==> src/design/adc_cmp_pkg.sv <==
// constants and state type for the result compare and status block
package adc_cmp_pkg;

	localparam int NUM_UNITS   = 4;
	localparam int NUM_MODULES = 19;
	localparam int RES_W       = 12;
	localparam int CNT_W       = 5;

	// register byte offsets
	localparam logic [8:0] OFS_CMP0    = 9'h0e0;
	localparam logic [8:0] OFS_CMP1    = 9'h0e4;
	localparam logic [8:0] OFS_CMP2    = 9'h0e8;
	localparam logic [8:0] OFS_CMP3    = 9'h0ec;
	localparam logic [8:0] OFS_MIRR_LO = 9'h0f0;
	localparam logic [8:0] OFS_MIRR_HI = 9'h0f4;
	localparam logic [8:0] OFS_SUMMARY = 9'h0f8;

	// compare unit fields
	localparam int CMP_THR_LSB  = 16;
	localparam int CMP_WIN_BIT  = 15;
	localparam int CMP_MCNT_LSB = 8;
	localparam int CMP_SEL_LSB  = 3;
	localparam int CMP_DIR_BIT  = 2;
	localparam int CMP_IE_BIT   = 1;
	localparam int CMP_EN_BIT   = 0;
	localparam logic [31:0] CMP_MASK_PAIR = 32'h0fff_8fff;
	localparam logic [31:0] CMP_MASK_SOLO = 32'h0fff_0fff;
	localparam logic [31:0] CMP_RESET     = 32'h0000_0000;

	// summary status fields
	localparam int SUM_IRQF_LSB = 0;
	localparam int SUM_MFLG_LSB = 4;
	localparam int SUM_IOVR_LSB = 8;
	localparam int SUM_LVL_LSB  = 12;
	localparam int SUM_CHAN_LSB = 16;
	localparam int SUM_BUSY_BIT = 23;
	localparam int SUM_AIOV_BIT = 24;
	localparam int SUM_ATRG_BIT = 25;
	localparam int SUM_AVAL_BIT = 26;
	localparam int SUM_AOVR_BIT = 27;

	// mirror fields
	localparam int MIRR_LO_OVR_LSB = 16;
	localparam int MIRR_HI_OVR_LSB = 16;

	localparam logic [CNT_W-1:0] CNT_SAT = 5'h10;

	typedef struct packed {
		logic [NUM_UNITS-1:0][31:0]      cmpCfg;
		logic [NUM_UNITS-1:0][CNT_W-1:0] matchCnt;
		logic [NUM_UNITS-1:0]            matchFlag;
		logic [NUM_UNITS-1:0]            cmpLevel;
		logic [NUM_UNITS-1:0]            irqFlag;
		logic [NUM_UNITS-1:0]            irqOverrun;
		logic [NUM_UNITS-1:0]            cmpIrq;
		logic [31:0]                     rdata;
		logic                            waitReq;
	} state_t;

endpackage

==> src/design/adc_result_compare_status.sv <==
// result compare units and status aggregation with an avalon-mm slave
`timescale 1ns/1ps
// What this block does
// - each unit holds a 12-bit threshold in bits 27:16, compared to selected result
// - direction 0 matches below threshold, 1 matches at or above
// - match counter counts consecutive matches, resets to zero on a miss
// - match flag sets when counter reaches programmed count plus one
// - compare only while enabled, evaluated when selected result is loaded
// - set match flag with interrupt enable raises a compare interrupt request
// - 5-bit select picks sample module 0 to 18
// - window mode on units 0 and 2 needs both paired units matching
// - window enable bit exists only in units 0 and 2
// - without window, units 0 and 2 flag alone; flags sit in bits 7:4
// - first mirror shows overrun 0-15 in 31:16 and valid in 15:0
// - second mirror shows overrun 16-18 in 18:16 and valid in 2:0
// - summary bit is 1 while any result overrun bit is 1
// - summary bit is 1 while any result valid bit is 1
// - summary bit is 1 while any trigger overrun flag is 1
// - summary bit is 1 while any interrupt-flag overrun bit is 1
// - busy bit is 1 during a conversion
// - 5-bit channel field reports converted channel while busy
// - compare output bit is 1 when result is at or above threshold
// - match flags and overrun bits clear only by writing 1
// - converter interrupt flag sets on its interrupt pulse
module adc_result_compare_status #(
	parameter int NUM_MODULES = adc_cmp_pkg::NUM_MODULES
) (
	input  wire  logic                           core_clk,
	input  wire  logic                           rst_b,
	input  wire  logic [8:0]                     avs_address,
	input  wire  logic                           avs_read,
	input  wire  logic                           avs_write,
	input  wire  logic [31:0]                    avs_writedata,
	input  wire  logic [3:0]                     avs_byteenable,
	output logic [31:0]                          avs_readdata,
	output logic                                 avs_waitrequest,
	input  wire  logic [NUM_MODULES-1:0]         resultLoad,
	input  wire  logic [NUM_MODULES-1:0][11:0]   resultData,
	input  wire  logic [NUM_MODULES-1:0]         resultValid,
	input  wire  logic [NUM_MODULES-1:0]         resultOverrun,
	input  wire  logic [NUM_MODULES-1:0]         triggerOverrun,
	input  wire  logic [3:0]                     converterIrqLine,
	input  wire  logic                           convBusy,
	input  wire  logic [4:0]                     convChannel,
	output logic [3:0]                           compareIrq
);

	localparam int NU = adc_cmp_pkg::NUM_UNITS;
	localparam int CW = adc_cmp_pkg::CNT_W;

	// the select field and both mirrors are laid out for exactly 19 modules
	if (NUM_MODULES != 19) begin : g_bad_modules
		$error("NUM_MODULES must be 19");
	end

	// byte-lane merge limited to implemented bits
	function automatic logic [31:0] laneMerge(
		input logic [31:0] old,
		input logic [31:0] wd,
		input logic [3:0]  be,
		input logic [31:0] mask
	);
		logic [31:0] lanes;
		lanes = {{8{be[3]}}, {8{be[2]}}, {8{be[1]}}, {8{be[0]}}};
		laneMerge = (old & ~(lanes & mask)) | (wd & lanes & mask);
	endfunction

	logic              rstMeta;
	logic              rstSync;

	adc_cmp_pkg::state_t state_reg;
	adc_cmp_pkg::state_t state_next;

	// two-stage release; assertion stays asynchronous
	always_ff @(posedge core_clk or negedge rst_b) begin
		if (!rst_b) begin
			rstMeta <= 1'b0;
			rstSync <= 1'b0;
		end else begin
			rstMeta <= 1'b1;
			rstSync <= rstMeta;
		end
	end

	// per-unit combinational compare
	logic [NU-1:0]          loadEvt;
	logic [NU-1:0]          atOrAbove;
	logic [NU-1:0]          reached;
	logic [NU-1:0][CW-1:0]  cntNext;

	for (genvar u = 0; u < NU; u++) begin : g_unit
		logic [31:0] cfg;
		logic [4:0]  sel;
		logic [11:0] thr;
		logic [3:0]  mcnt;
		logic        selOk;
		logic [11:0] value;
		logic        match;

		assign cfg   = state_reg.cmpCfg[u];
		assign sel   = cfg[adc_cmp_pkg::CMP_SEL_LSB +: 5];
		assign thr   = cfg[adc_cmp_pkg::CMP_THR_LSB +: 12];
		assign mcnt  = cfg[adc_cmp_pkg::CMP_MCNT_LSB +: 4];
		// codes above 18 select nothing
		assign selOk = (sel < 5'(NUM_MODULES));
		assign value = selOk ? resultData[sel] : 12'h000;
		assign loadEvt[u] = cfg[adc_cmp_pkg::CMP_EN_BIT]
			& selOk & resultLoad[sel];
		assign atOrAbove[u] = (value >= thr);
		assign match = cfg[adc_cmp_pkg::CMP_DIR_BIT] ?
			atOrAbove[u] : ~atOrAbove[u];

		always_comb begin
			cntNext[u] = state_reg.matchCnt[u];
			if (!cfg[adc_cmp_pkg::CMP_EN_BIT]) begin
				cntNext[u] = '0;
			end else if (loadEvt[u]) begin
				if (!match) begin
					cntNext[u] = '0;
				end else if (state_reg.matchCnt[u]
					!= adc_cmp_pkg::CNT_SAT) begin
					// saturates so a long run keeps the flag re-arming
					cntNext[u] = state_reg.matchCnt[u] + 5'h01;
				end
			end
		end

		// count has reached target plus one
		assign reached[u] = loadEvt[u] & match
			& (cntNext[u] > {1'b0, mcnt});
	end

	// unit flag set conditions including window pairing
	logic [NU-1:0] flagSet;

	always_comb begin
		flagSet = reached;
		for (int p = 0; p < NU; p += 2) begin
			if (state_reg.cmpCfg[p][adc_cmp_pkg::CMP_WIN_BIT]) begin
				// pair counts as matched when both counters sit above their target
				flagSet[p] = (loadEvt[p] | loadEvt[p+1])
					& (cntNext[p] > {1'b0,
					state_reg.cmpCfg[p][adc_cmp_pkg::CMP_MCNT_LSB +: 4]})
					& (cntNext[p+1] > {1'b0,
					state_reg.cmpCfg[p+1][adc_cmp_pkg::CMP_MCNT_LSB +: 4]}
					);
			end
		end
	end

	// status words
	logic [31:0] mirrorLo;
	logic [31:0] mirrorHi;
	logic [31:0] summary;

	always_comb begin
		mirrorLo = {resultOverrun[15:0], resultValid[15:0]};
		mirrorHi = '0;
		mirrorHi[adc_cmp_pkg::MIRR_HI_OVR_LSB +: 3] =
			resultOverrun[18:16];
		mirrorHi[2:0] = resultValid[18:16];
		summary = '0;
		summary[adc_cmp_pkg::SUM_IRQF_LSB +: 4] = state_reg.irqFlag;
		summary[adc_cmp_pkg::SUM_MFLG_LSB +: 4] = state_reg.matchFlag;
		summary[adc_cmp_pkg::SUM_IOVR_LSB +: 4] = state_reg.irqOverrun;
		summary[adc_cmp_pkg::SUM_LVL_LSB +: 4] = state_reg.cmpLevel;
		summary[adc_cmp_pkg::SUM_CHAN_LSB +: 5] = convChannel;
		summary[adc_cmp_pkg::SUM_BUSY_BIT] = convBusy;
		summary[adc_cmp_pkg::SUM_AIOV_BIT] = |state_reg.irqOverrun;
		summary[adc_cmp_pkg::SUM_ATRG_BIT] = |triggerOverrun;
		summary[adc_cmp_pkg::SUM_AVAL_BIT] = |resultValid;
		summary[adc_cmp_pkg::SUM_AOVR_BIT] = |resultOverrun;
	end

	// bus access decode
	logic        busReq;
	logic        wrDone;
	logic [8:0]  wordAddr;
	logic [31:0] w1cLanes;

	assign busReq   = avs_read | avs_write;
	// the write lands at the edge where waitrequest is seen low
	assign wrDone   = avs_write & ~state_reg.waitReq;
	assign wordAddr = {avs_address[8:2], 2'b00};
	assign w1cLanes = avs_writedata & {{8{avs_byteenable[3]}},
		{8{avs_byteenable[2]}}, {8{avs_byteenable[1]}},
		{8{avs_byteenable[0]}}};

	always_comb begin
		logic [3:0] clrFlag;
		logic [3:0] clrIrq;
		logic [3:0] clrOvr;
		state_next = state_reg;
		clrFlag = '0;
		clrIrq  = '0;
		clrOvr  = '0;

		// one wait cycle per access, then the answer
		state_next.waitReq = ~(busReq & state_reg.waitReq);
		if (avs_read & state_reg.waitReq) begin
			case (wordAddr)
				adc_cmp_pkg::OFS_CMP0:    state_next.rdata = state_reg.cmpCfg[0];
				adc_cmp_pkg::OFS_CMP1:    state_next.rdata = state_reg.cmpCfg[1];
				adc_cmp_pkg::OFS_CMP2:    state_next.rdata = state_reg.cmpCfg[2];
				adc_cmp_pkg::OFS_CMP3:    state_next.rdata = state_reg.cmpCfg[3];
				adc_cmp_pkg::OFS_MIRR_LO: state_next.rdata = mirrorLo;
				adc_cmp_pkg::OFS_MIRR_HI: state_next.rdata = mirrorHi;
				adc_cmp_pkg::OFS_SUMMARY: state_next.rdata = summary;
				default:                  state_next.rdata = 32'h0000_0000;
			endcase
		end

		if (wrDone) begin
			case (wordAddr)
				adc_cmp_pkg::OFS_CMP0: begin
					state_next.cmpCfg[0] = laneMerge(state_reg.cmpCfg[0],
						avs_writedata, avs_byteenable,
						adc_cmp_pkg::CMP_MASK_PAIR);
				end
				adc_cmp_pkg::OFS_CMP1: begin
					state_next.cmpCfg[1] = laneMerge(state_reg.cmpCfg[1],
						avs_writedata, avs_byteenable,
						adc_cmp_pkg::CMP_MASK_SOLO);
				end
				adc_cmp_pkg::OFS_CMP2: begin
					state_next.cmpCfg[2] = laneMerge(state_reg.cmpCfg[2],
						avs_writedata, avs_byteenable,
						adc_cmp_pkg::CMP_MASK_PAIR);
				end
				adc_cmp_pkg::OFS_CMP3: begin
					state_next.cmpCfg[3] = laneMerge(state_reg.cmpCfg[3],
						avs_writedata, avs_byteenable,
						adc_cmp_pkg::CMP_MASK_SOLO);
				end
				adc_cmp_pkg::OFS_SUMMARY: begin
					clrIrq  = w1cLanes[adc_cmp_pkg::SUM_IRQF_LSB +: 4];
					clrFlag = w1cLanes[adc_cmp_pkg::SUM_MFLG_LSB +: 4];
					clrOvr  = w1cLanes[adc_cmp_pkg::SUM_IOVR_LSB +: 4];
				end
				default: begin
					// unmapped and read-only words ignore writes
				end
			endcase
		end

		state_next.matchCnt = cntNext;
		for (int u = 0; u < NU; u++) begin
			// level follows every load of the selected result while the unit is enabled
			if (loadEvt[u]) begin
				state_next.cmpLevel[u] = atOrAbove[u];
			end
		end

		// a set in the same cycle as a clear wins
		state_next.matchFlag = (state_reg.matchFlag & ~clrFlag)
			| flagSet;
		state_next.irqOverrun = (state_reg.irqOverrun & ~clrOvr)
			| (converterIrqLine & state_reg.irqFlag);
		state_next.irqFlag = (state_reg.irqFlag & ~clrIrq)
			| converterIrqLine;
		state_next.cmpIrq = state_next.matchFlag & {
			state_next.cmpCfg[3][adc_cmp_pkg::CMP_IE_BIT],
			state_next.cmpCfg[2][adc_cmp_pkg::CMP_IE_BIT],
			state_next.cmpCfg[1][adc_cmp_pkg::CMP_IE_BIT],
			state_next.cmpCfg[0][adc_cmp_pkg::CMP_IE_BIT]};
	end

	always_ff @(posedge core_clk or negedge rstSync) begin
		if (!rstSync) begin
			state_reg            <= '0;
			state_reg.cmpCfg     <= {NU{adc_cmp_pkg::CMP_RESET}};
			state_reg.waitReq    <= 1'b1;
		end else begin
			state_reg <= state_next;
		end
	end

	assign avs_readdata    = state_reg.rdata;
	assign avs_waitrequest = state_reg.waitReq;
	assign compareIrq      = state_reg.cmpIrq;

endmodule // adc_result_compare_status

==> config.mk <==
export PLATFORM = sky130hd
export DESIGN_NAME = adc_result_compare_status
export DESIGN_NICKNAME = d
export VERILOG_FILES = /design/src/design/adc_cmp_pkg.sv /design/src/design/adc_result_compare_status.sv
export SDC_FILE = /design/constraint.sdc
export NUM_CORES = 1
export LEC_CHECK = 0
export BUFFER_PORTS_ARGS = -buffer_cell sky130_fd_sc_hd__buf_2
export CAP_MARGIN = 15
export CORE_ASPECT_RATIO = 1.4
export CORE_UTILIZATION = 30
export CTS_CLUSTER_DIAMETER = 30
export CTS_CLUSTER_SIZE = 12
export DETAILED_ROUTE_END_ITERATION = 8
export REMOVE_ABC_BUFFERS = 1
export SLEW_MARGIN = 20
export SYNTH_ARGS = -nofsm -noshare
export SYNTH_HDL_FRONTEND = slang
export SYNTH_SLANG_ARGS = --single-unit
==> constraint.sdc <==
create_clock -name core_clk -period 5 [get_ports core_clk]
set_clock_uncertainty 0.2 [all_clocks]
set_input_delay 0.25 -clock core_clk [delete_from_list [all_inputs] [get_ports core_clk]]
set_output_delay 0.25 -clock core_clk [all_outputs]
set_load 0.02 [all_outputs]
* After elaboration in Yosys (flattened, before gate mapping)
Cells that the tools add are included.
** Storage, ports and cells
- Register bits :: 203
- Latch bits :: 0
- RAM bits :: 0
- ROM bits :: 0
- Output and inout port bits :: 37
- Memories :: 0
** Operators by class
- Add/sub/neg operators :: 4
- Multipliers :: 0
- Div/mod/pow operators :: 0
- Order comparisons :: 16
- Equality and inequality tests :: 11
- Shifts and indexed selects :: 0
- Multiplexer cells :: 54
- Bitwise logic cells :: 54
- Reduce and logical (&&, ||, !) cells :: 8
** Operators with widths (count)
- binary-select mux 12 bit (select 5 bit) :: 4
- case mux 32 bit (7 select lines) :: 1
- bitwise AND 32 bit :: 4
- bitwise OR 32 x 28 -> 32 bit :: 4
- 2-to-1 mux 98 bit :: 1
- 2-to-1 mux 12 bit :: 8
- 2-to-1 mux 32 bit :: 3
- 2-to-1 mux 5 bit :: 16
- inverter 28 -> 32 bit :: 2
- OR reduction 19 bit :: 3
- equality test 7 x 6 -> 1 bit (second input constant) :: 7
- >= comparator 12 bit :: 4
- bitwise AND 28 bit :: 1
- less-than comparator 5 x 6 -> 1 bit (second input constant) :: 4
- 2-to-1 mux 4 bit :: 6
- bitwise AND 1 bit :: 23
- adder 5 x 1 -> 5 bit (second input constant) :: 4
- bitwise AND 4 bit :: 5
- binary-select mux 1 bit (select 5 bit) :: 4
- > comparator 5 x 4 -> 1 bit :: 4
- less-than comparator 5 bit (second input constant) :: 4
- inequality test 5 bit (second input constant) :: 4
- inverter 4 bit :: 3
- bitwise OR 4 bit :: 3
- 6 further kinds :: 25

* Longest topological paths before layout
Gate-level depths: netlist (run 1).
- Depth in word-level cells :: 15
- Gate-level depth with buffers :: 24

* Worst setup path after synthesis (run 1)
Ideal clock, no wire load.
- Kind :: register -> register
- Start point :: register (tool-made name)
- End point :: register state_reg (netlist bit compareIrq[0])
- Arrival time :: 5.307 ns
- Data required time :: 4.665 ns
- Path slack :: -0.642 ns
- Cell stages (with the launch flop) :: 24
- Buffers on the path :: 3
- Cells stage by stage :: dfrtp_1 -> buf_2 -> buf_2 -> buf_2 -> mux4_2 -> mux4_2 -> nand2_1 -> o21ai_0 -> ha_1 -> and4_1 -> a21o_1 -> a221o_1 -> nor4b_2 -> or2_2 -> o21ai_0 -> and2_1 -> ha_1 -> nor2b_1 -> o21a_1 -> o21a_1 -> o21ai_0 -> nand3_1 -> o21ba_2 -> a211oi_1
** RTL lines
- end signal: assignment :: line adc_result_compare_status.sv:274 : state_reg <= state_next;
- end: declaration :: line adc_result_compare_status.sv:71 : adc_cmp_pkg::state_t state_reg;

==> results of run 1 <==
-- routing by layer --
layer,share of wire [%],GRT usage (%),up-vias
li1,-,-,7891
met1,36,32.8,9293
met2,49,47.4,1080
met3,8.0,5.31,286
met4,6.5,16.6,26
met5,0.19,0,-
-- cell type report --
class,instances,area [um2]
fill,5579,33400
multi-input combinational,1272,13000
timing repair buffer,767,5900
sequential,173,4350
tap,749,937
clock buffer,18,439
inverter,80,300
clock inverter,14,198
antenna,24,60.1
-- final timing paths --
check,from,to,slack [ns]
worst min register to register,rstMeta,rstSync,0.15
max in group asynchronous,rstSync,async pin,3.16
worst max-delay path,register,compareIrq[0],-0.28
worst max register to register,register,compareIrq[0],-0.28
min in group asynchronous,rstSync,avs_readdata[9],0.24
worst min-delay path,avs_writedata[3],register,0.02
-- per-stage QoR --
stage,setup TNS (ns),hold slack [ns]
after floorplan,-99.55,-0.246
after global placement,-6.28,-0.163
after detailed placement,-6.35,-0.163
after CTS,-1.51,0.00275
after global routing,-2.54,0.0138
final,-1.48,0.0169
-- cell usage after synthesis (25+ instances only) --
| master | count |
|---|---|
| dfrtp_1 | 172 |
| nor2b_1 | 25 |
| nand2_1 | 182 |
| o21ai_0 | 152 |
| a21oi_1 | 91 |
| ha_1 | 72 |
| a222oi_1 | 40 |
| inv_1 | 79 |
| nor2_1 | 91 |
| a21o_1 | 30 |
| mux2_2 | 35 |
| clkbuf_1 | 77 |
| buf_4 | 38 |
| buf_2 | 32 |
| mux2i_1 | 71 |
| mux4_2 | 248 |
-- power breakdown --
group | switching (mW) | total [mW] | internal (mW)
Combinational | 0.669 | 1.35 | 0.684
Sequential | 0.0482 | 1.49 | 1.44
Clock | 0.669 | 1.49 | 0.823
Total | 1.39 | 4.33 | 2.94
-- cell families (layout without fill, tap and decap cells) --
kind of cell	count (synthesis)	count (layout)	share of synthesized area, %
AO/OA/AOI/OAI	430	430	16.0
XOR/XNOR	2	2	0.0985
adder cells (fa/ha/maj)	72	72	5.07
buffers and inverters	239	879	6.11
flip-flops	173	173	24.3
multiplexers	354	354	37.6
other	1	25	0.0211
AND/OR/NAND/NOR	413	413	10.8
-- what timing repair did --
action                                 4_1_cts  5_1_grt
pin swaps                                   94       70
endpoints found under the hold margin      119        0
cloned                                      12        0
hold buffers                                49        0
setup endpoints to repair                    8        9
buffers inserted                            58       16
gates resized for setup                    182       67
==> impl_metrics.py, run 1 <==
metrics = {
    "outcome": {
        "status": "finished, violations left",
        "failed_checks": "negative setup slack",
    },
    "route": {
        "post_drt_via_cell_ratio": 6.00,
        "drc": 0,
        "wire_per_inst_um": 27.4,
        "vias": 18600,
        "drt-initial-drc-count": 1699,
        "drt_wl_total_mm": 84.8,
        "antenna_left": 0,
        "first_pass_iters": 8,
    },
    "floorplan": {
        "rows": 105,
        "start_util_pct": 30.4,
        "fp.dieArea_um2": 60300,
        "core_um2": 58600,
        "fp.dieW_um": 208,
        "die_height_um": 290,
        "io_pins": 400,
    },
    "setup_path": {
        "cp_max_fo": 6,
        "cp_cell_sequence": "buf_12 -> buf_12 -> mux4_2 -> mux4_2 -> nand2_1 -> o21ai_1 -> ha_1 -> a21o_1 -> a21oi_2 -> o21ai_2 -> a2111o_1 -> nand2_2 -> buf_6 -> buf_6 -> a32oi_1 -> nor2b_1 -> ha_1 -> o21a_1 -> o21a_1 -> o21ai_2 -> a21oi_1 -> a21oi_1 -> a211oi_2",
        "startpoint_type": "register",
        "crit_buf_inv": 4,
        "critical_path_class": "register to register",
        "worstPathRequired_ns": 5.12,
        "endpoint_kind": "register",
        "cp_top_family": "compound AO/OA/AOI/OAI gates",
        "cp.depth": 23,
        "reg2regPathDepth": 23,
        "crit_path_top_delay_cell": "a2111o_1",
        "cp_data_arrival_time_ns": 5.40,
        "cpPeakStageDelay_ns": 0.59,
    },
    "synth": {
        "yosys.area.top_type": "mux4_2",
        "syn_avg_cell_area_um2": 10.6,
        "synthCells": 1684,
        "synth_warnings": 0,
        "ys_seq_elements": 173,
        "synth_edf_count": 0,
        "synthArstFlopShare_pct": 100,
        "synth.distinct_cells": 76,
        "netlist_area_um2": 17800,
        "synthFlopType": "dfrtp_1",
        "netlist.area_leader.share_pct": 31.4,
        "ys_seq_area_share_pct": 24.3,
        "ys_top_cells_by_area": "mux4_2 (31%), dfrtp_1 (24%), ha_1 (5.1%)",
    },
    "clock_tree": {
        "htree_levels": 4,
        "cts_sinks": 173,
        "clk_pin_slew_worst_paths_ns": 0.08,
        "cts_buffers": 17,
        "root_buffer": "clkbuf_16",
        "cts_tree": "done",
        "clockBufferDepth": 2,
        "clk_latency_ns": 0.46,
    },
    "worst_hold_path": {
        "whs_path_depth": 2,
        "hold_path_class": "input port to register",
    },
    "global_routing": {
        "grt_max_degree": 69,
        "grt_pass1_vias": 19200,
        "grt_pass1_wl_mm": 126,
        "grt_overflow": 0,
        "grt.total_usage_pct": 27.9,
        "antenna_found_initial": 35,
    },
    "flow_run": {
        "drv_cap": 0,
    },
    "power": {
        "finalPower_mw": 4.33,
        "ir_drop_mv": 0.242,
        "leakage_nw": 10.6,
        "powerDensity_nw_per_um2": 172,
    },
    "place": {
        "place_hpwl_mm": 66.5,
        "globalplace.congestion": 0.946,
        "io_buffers": 390,
        "place_area_um2": 22400,
        "pre_cts_slack_ns": -0.863,
        "dp_cells": 2923,
    },
    "finish": {
        "layout_common_cells": "buf_2 (390), mux4_2 (248), buf_4 (238)",
        "fin_cells": 3097,
        "final_layout_size_suffix_gt1_share_pct": 50.9,
        "final_core_util_pct": 43.0,
        "final_cell_area_um2": 25200,
        "final_common_cell": "buf_2",
        "area_growth_syn_to_layout_pct": 41.8,
        "finalNetCount": 2746,
    },
    "timing": {
        "fmax_ghz": 0.189,
        "tightest_slew_ns": 1.20,
        "slew_headroom_pct": 19.4,
        "timing.final.crit_share_pct": 106,
        "setup_viol": 8,
        "rsz0062_at_grt": "true",
        "maxSlewViolCount": 0,
        "fin_crit_ns": 5.28,
        "final_hold_viol_count": 0,
        "fin_ws_ns": -0.278,
    },
}
(Power assumes the default switching activity.)
==> inputs of run 2 (changes only) <==
- RECOVER_POWER: default -> 50
==> run 2 against run 1 <==
The flow finishes with violations (max-capacitance violations, max-slew violations, negative setup slack). Worst hold slack gained 0.00087 ns. Worst setup slack lost 0.011 ns. Die area is the same. Combinational power is essentially flat. Sequential share of layout area is essentially flat. Register-to-register slack is essentially flat. Clock power is essentially flat. Fmax shrank 0.21%.
==> impl_metrics.py, run 2 (synthesis gave the netlist of run 1 again) <==
metrics = {
    "clock_tree": {
        "cts_tree": "done",
        "clk_latency_ns": 0.46,
        "clk_pin_slew_worst_paths_ns": 0.08,
        "cts_buffers": 17,
        "root_buffer": "clkbuf_16",
        "cts_sinks": 173,
        "htree_levels": 4,
        "clockBufferDepth": 2,
    },
    "route": {
        "post_drt_via_cell_ratio": 5.99,
        "drt-initial-drc-count": 1862,
        "antenna_left": 0,
        "drc": 0,
        "wire_per_inst_um": 27.4,
        "vias": 18500,
        "first_pass_iters": 8,
        "drt_wl_total_mm": 84.9,
    },
    "finish": {
        "finalNetCount": 2746,
        "final_layout_size_suffix_gt1_share_pct": 49.0,
        "area_growth_syn_to_layout_pct": 41.3,
        "fin_cells": 3095,
        "final_common_cell": "buf_2",
        "layout_common_cells": "buf_2 (353), mux4_2 (248), buf_4 (233)",
        "final_core_util_pct": 42.9,
        "nFillCells": 5591,
    },
    "global_routing": {
        "antenna_found_initial": 35,
        "grt_pass1_vias": 19200,
        "grt_max_degree": 69,
        "grt.total_usage_pct": 27.9,
        "grt_overflow": 0,
        "grt_pass1_wl_mm": 126,
    },
    "outcome": {
        "status": "finished, violations left",
        "failed_checks": "max-capacitance violations, max-slew violations, negative setup slack",
    },
    "power": {
        "powerDensity_nw_per_um2": 172,
        "leakage_nw": 10.4,
        "swShare_pct": 32.1,
        "ir_drop_mv": 0.242,
        "pwr-share-seq_pct": 34.3,
        "combinationalPowerShare_pct": 31.2,
        "pwr-share-clk_pct": 34.5,
        "p_int_mw": 2.94,
        "netSwitchingPower_mw": 1.39,
    },
    "place": {
        "place_hpwl_mm": 66.5,
        "pre_cts_slack_ns": -0.863,
        "globalplace.congestion": 0.946,
        "dp_cells": 2923,
        "io_buffers": 390,
    },
    "flow_run": {
        "drv_cap": 3,
    },
    "timing": {
        "maxSlewViolCount": 162,
        "fin_crit_ns": 5.29,
        "fin_ws_ns": -0.289,
        "final_hold_viol_count": 0,
        "timing.final.crit_share_pct": 106,
        "rsz0062_at_grt": "true",
        "whs_ns": 0.0177,
        "setup_viol": 8,
        "tns_ns": -1.56,
        "slew_headroom_pct": -72.8,
        "fmax_ghz": 0.189,
        "tightest_slew_ns": 2.59,
    },
    "setup_path": {
        "startpoint_type": "register",
        "reg2regPathDepth": 23,
        "cp_max_fo": 6,
        "cp_data_arrival_time_ns": 5.41,
        "critical_path_class": "register to register",
        "worstPathRequired_ns": 5.12,
        "endpoint_kind": "register",
    },
    "worst_hold_path": {
        "whs_path_depth": 2,
        "hold_path_class": "input port to register",
    },
    "floorplan": {
        "rows": 105,
        "die_height_um": 290,
        "core_um2": 58600,
        "io_pins": 400,
        "fp.dieW_um": 208,
        "fp.dieArea_um2": 60300,
        "start_util_pct": 30.4,
    },
}
-- run 2: per-stage QoR --
step / power, mW / area [um2]
6_report: 4.33 / 25100
5_1_grt: 4.48 / 25100
4_1_cts: 4.31 / 24900
3_5_place_dp: 2.68 / 22400
3_3_place_gp: 2.66 / 22400
2_1_floorplan: 2.05 / 17000
-- run 2: repair_timing --
| action | CTS | global route |
|---|---|---|
| endpoints found under the hold margin | 119 | 0 |
| resized for setup | 182 | 67 |
| pin swaps | 94 | 70 |
| hold buffers | 49 | 0 |
| endpoints found under the setup margin | 8 | 9 |
| cloned | 12 | 0 |
| buffers inserted | 58 | 16 |
-- run 2: power by group through the flow --
stage	sequential (mW)	clock, mW	combinational (mW)
finish	1.48	1.49	1.35
global placement	1.51	0	1.15
floorplan	1.55	0	0.495
CTS	1.48	1.51	1.31
detailed placement	1.51	0	1.17
global route	1.49	1.56	1.43
-- run 2: final timing paths --
check,start,end,slack [ns]
max,register,compareIrq[0],-0.29
min,avs_writedata[3],register,0.02
max reg2reg,register,compareIrq[0],-0.29
min reg2reg,rstMeta,rstSync,0.15
max in group asynchronous,rstSync,async pin,0.54
min in group asynchronous,rst_b,rstMeta,0.44
-- run 2: per-layer routing --
metal / vias up / track usage [%] / share of wire [%]
met2: 1071 / 47.4 / 49
met1: 9265 / 32.8 / 37
met3: 278 / 5.31 / 7.5
li1: 7888 / - / -
met5: - / 0 / 0.18
met4: 26 / 16.6 / 6.4
-- run 2: area by class of cell --
type | instances | area (um2) | area share [%]
Tap cell | 749 | 937 | 3.73
Timing Repair Buffer | 767 | 5820 | 23.2
Sequential cell | 173 | 4350 | 17.3
Antenna cell | 22 | 55.1 | 0.219
Clock buffer | 18 | 439 | 1.75
Multi-Input combinational cell | 1272 | 13000 | 51.8
Clock inverter | 14 | 198 | 0.787
Inverter | 80 | 300 | 1.19
-- run 2: critical path: stages (launching register included) --
cell	delay [ns]
dfrtp_4	0.51
buf_12	0.16
buf_12	0.12
mux4_2	0.40
mux4_2	0.54
nand2_1	0.09
o21ai_1	0.06
ha_1	0.33
a21o_1	0.21
a21oi_2	0.14
o21ai_2	0.10
a2111o_1	0.59
nand2_2	0.16
buf_6	0.11
buf_6	0.08
a32oi_1	0.09
nor2b_1	0.18
ha_1	0.27
o21a_1	0.11
o21a_1	0.17
o21ai_2	0.15
a21oi_1	0.06
a21oi_1	0.20
a211oi_2	0.10
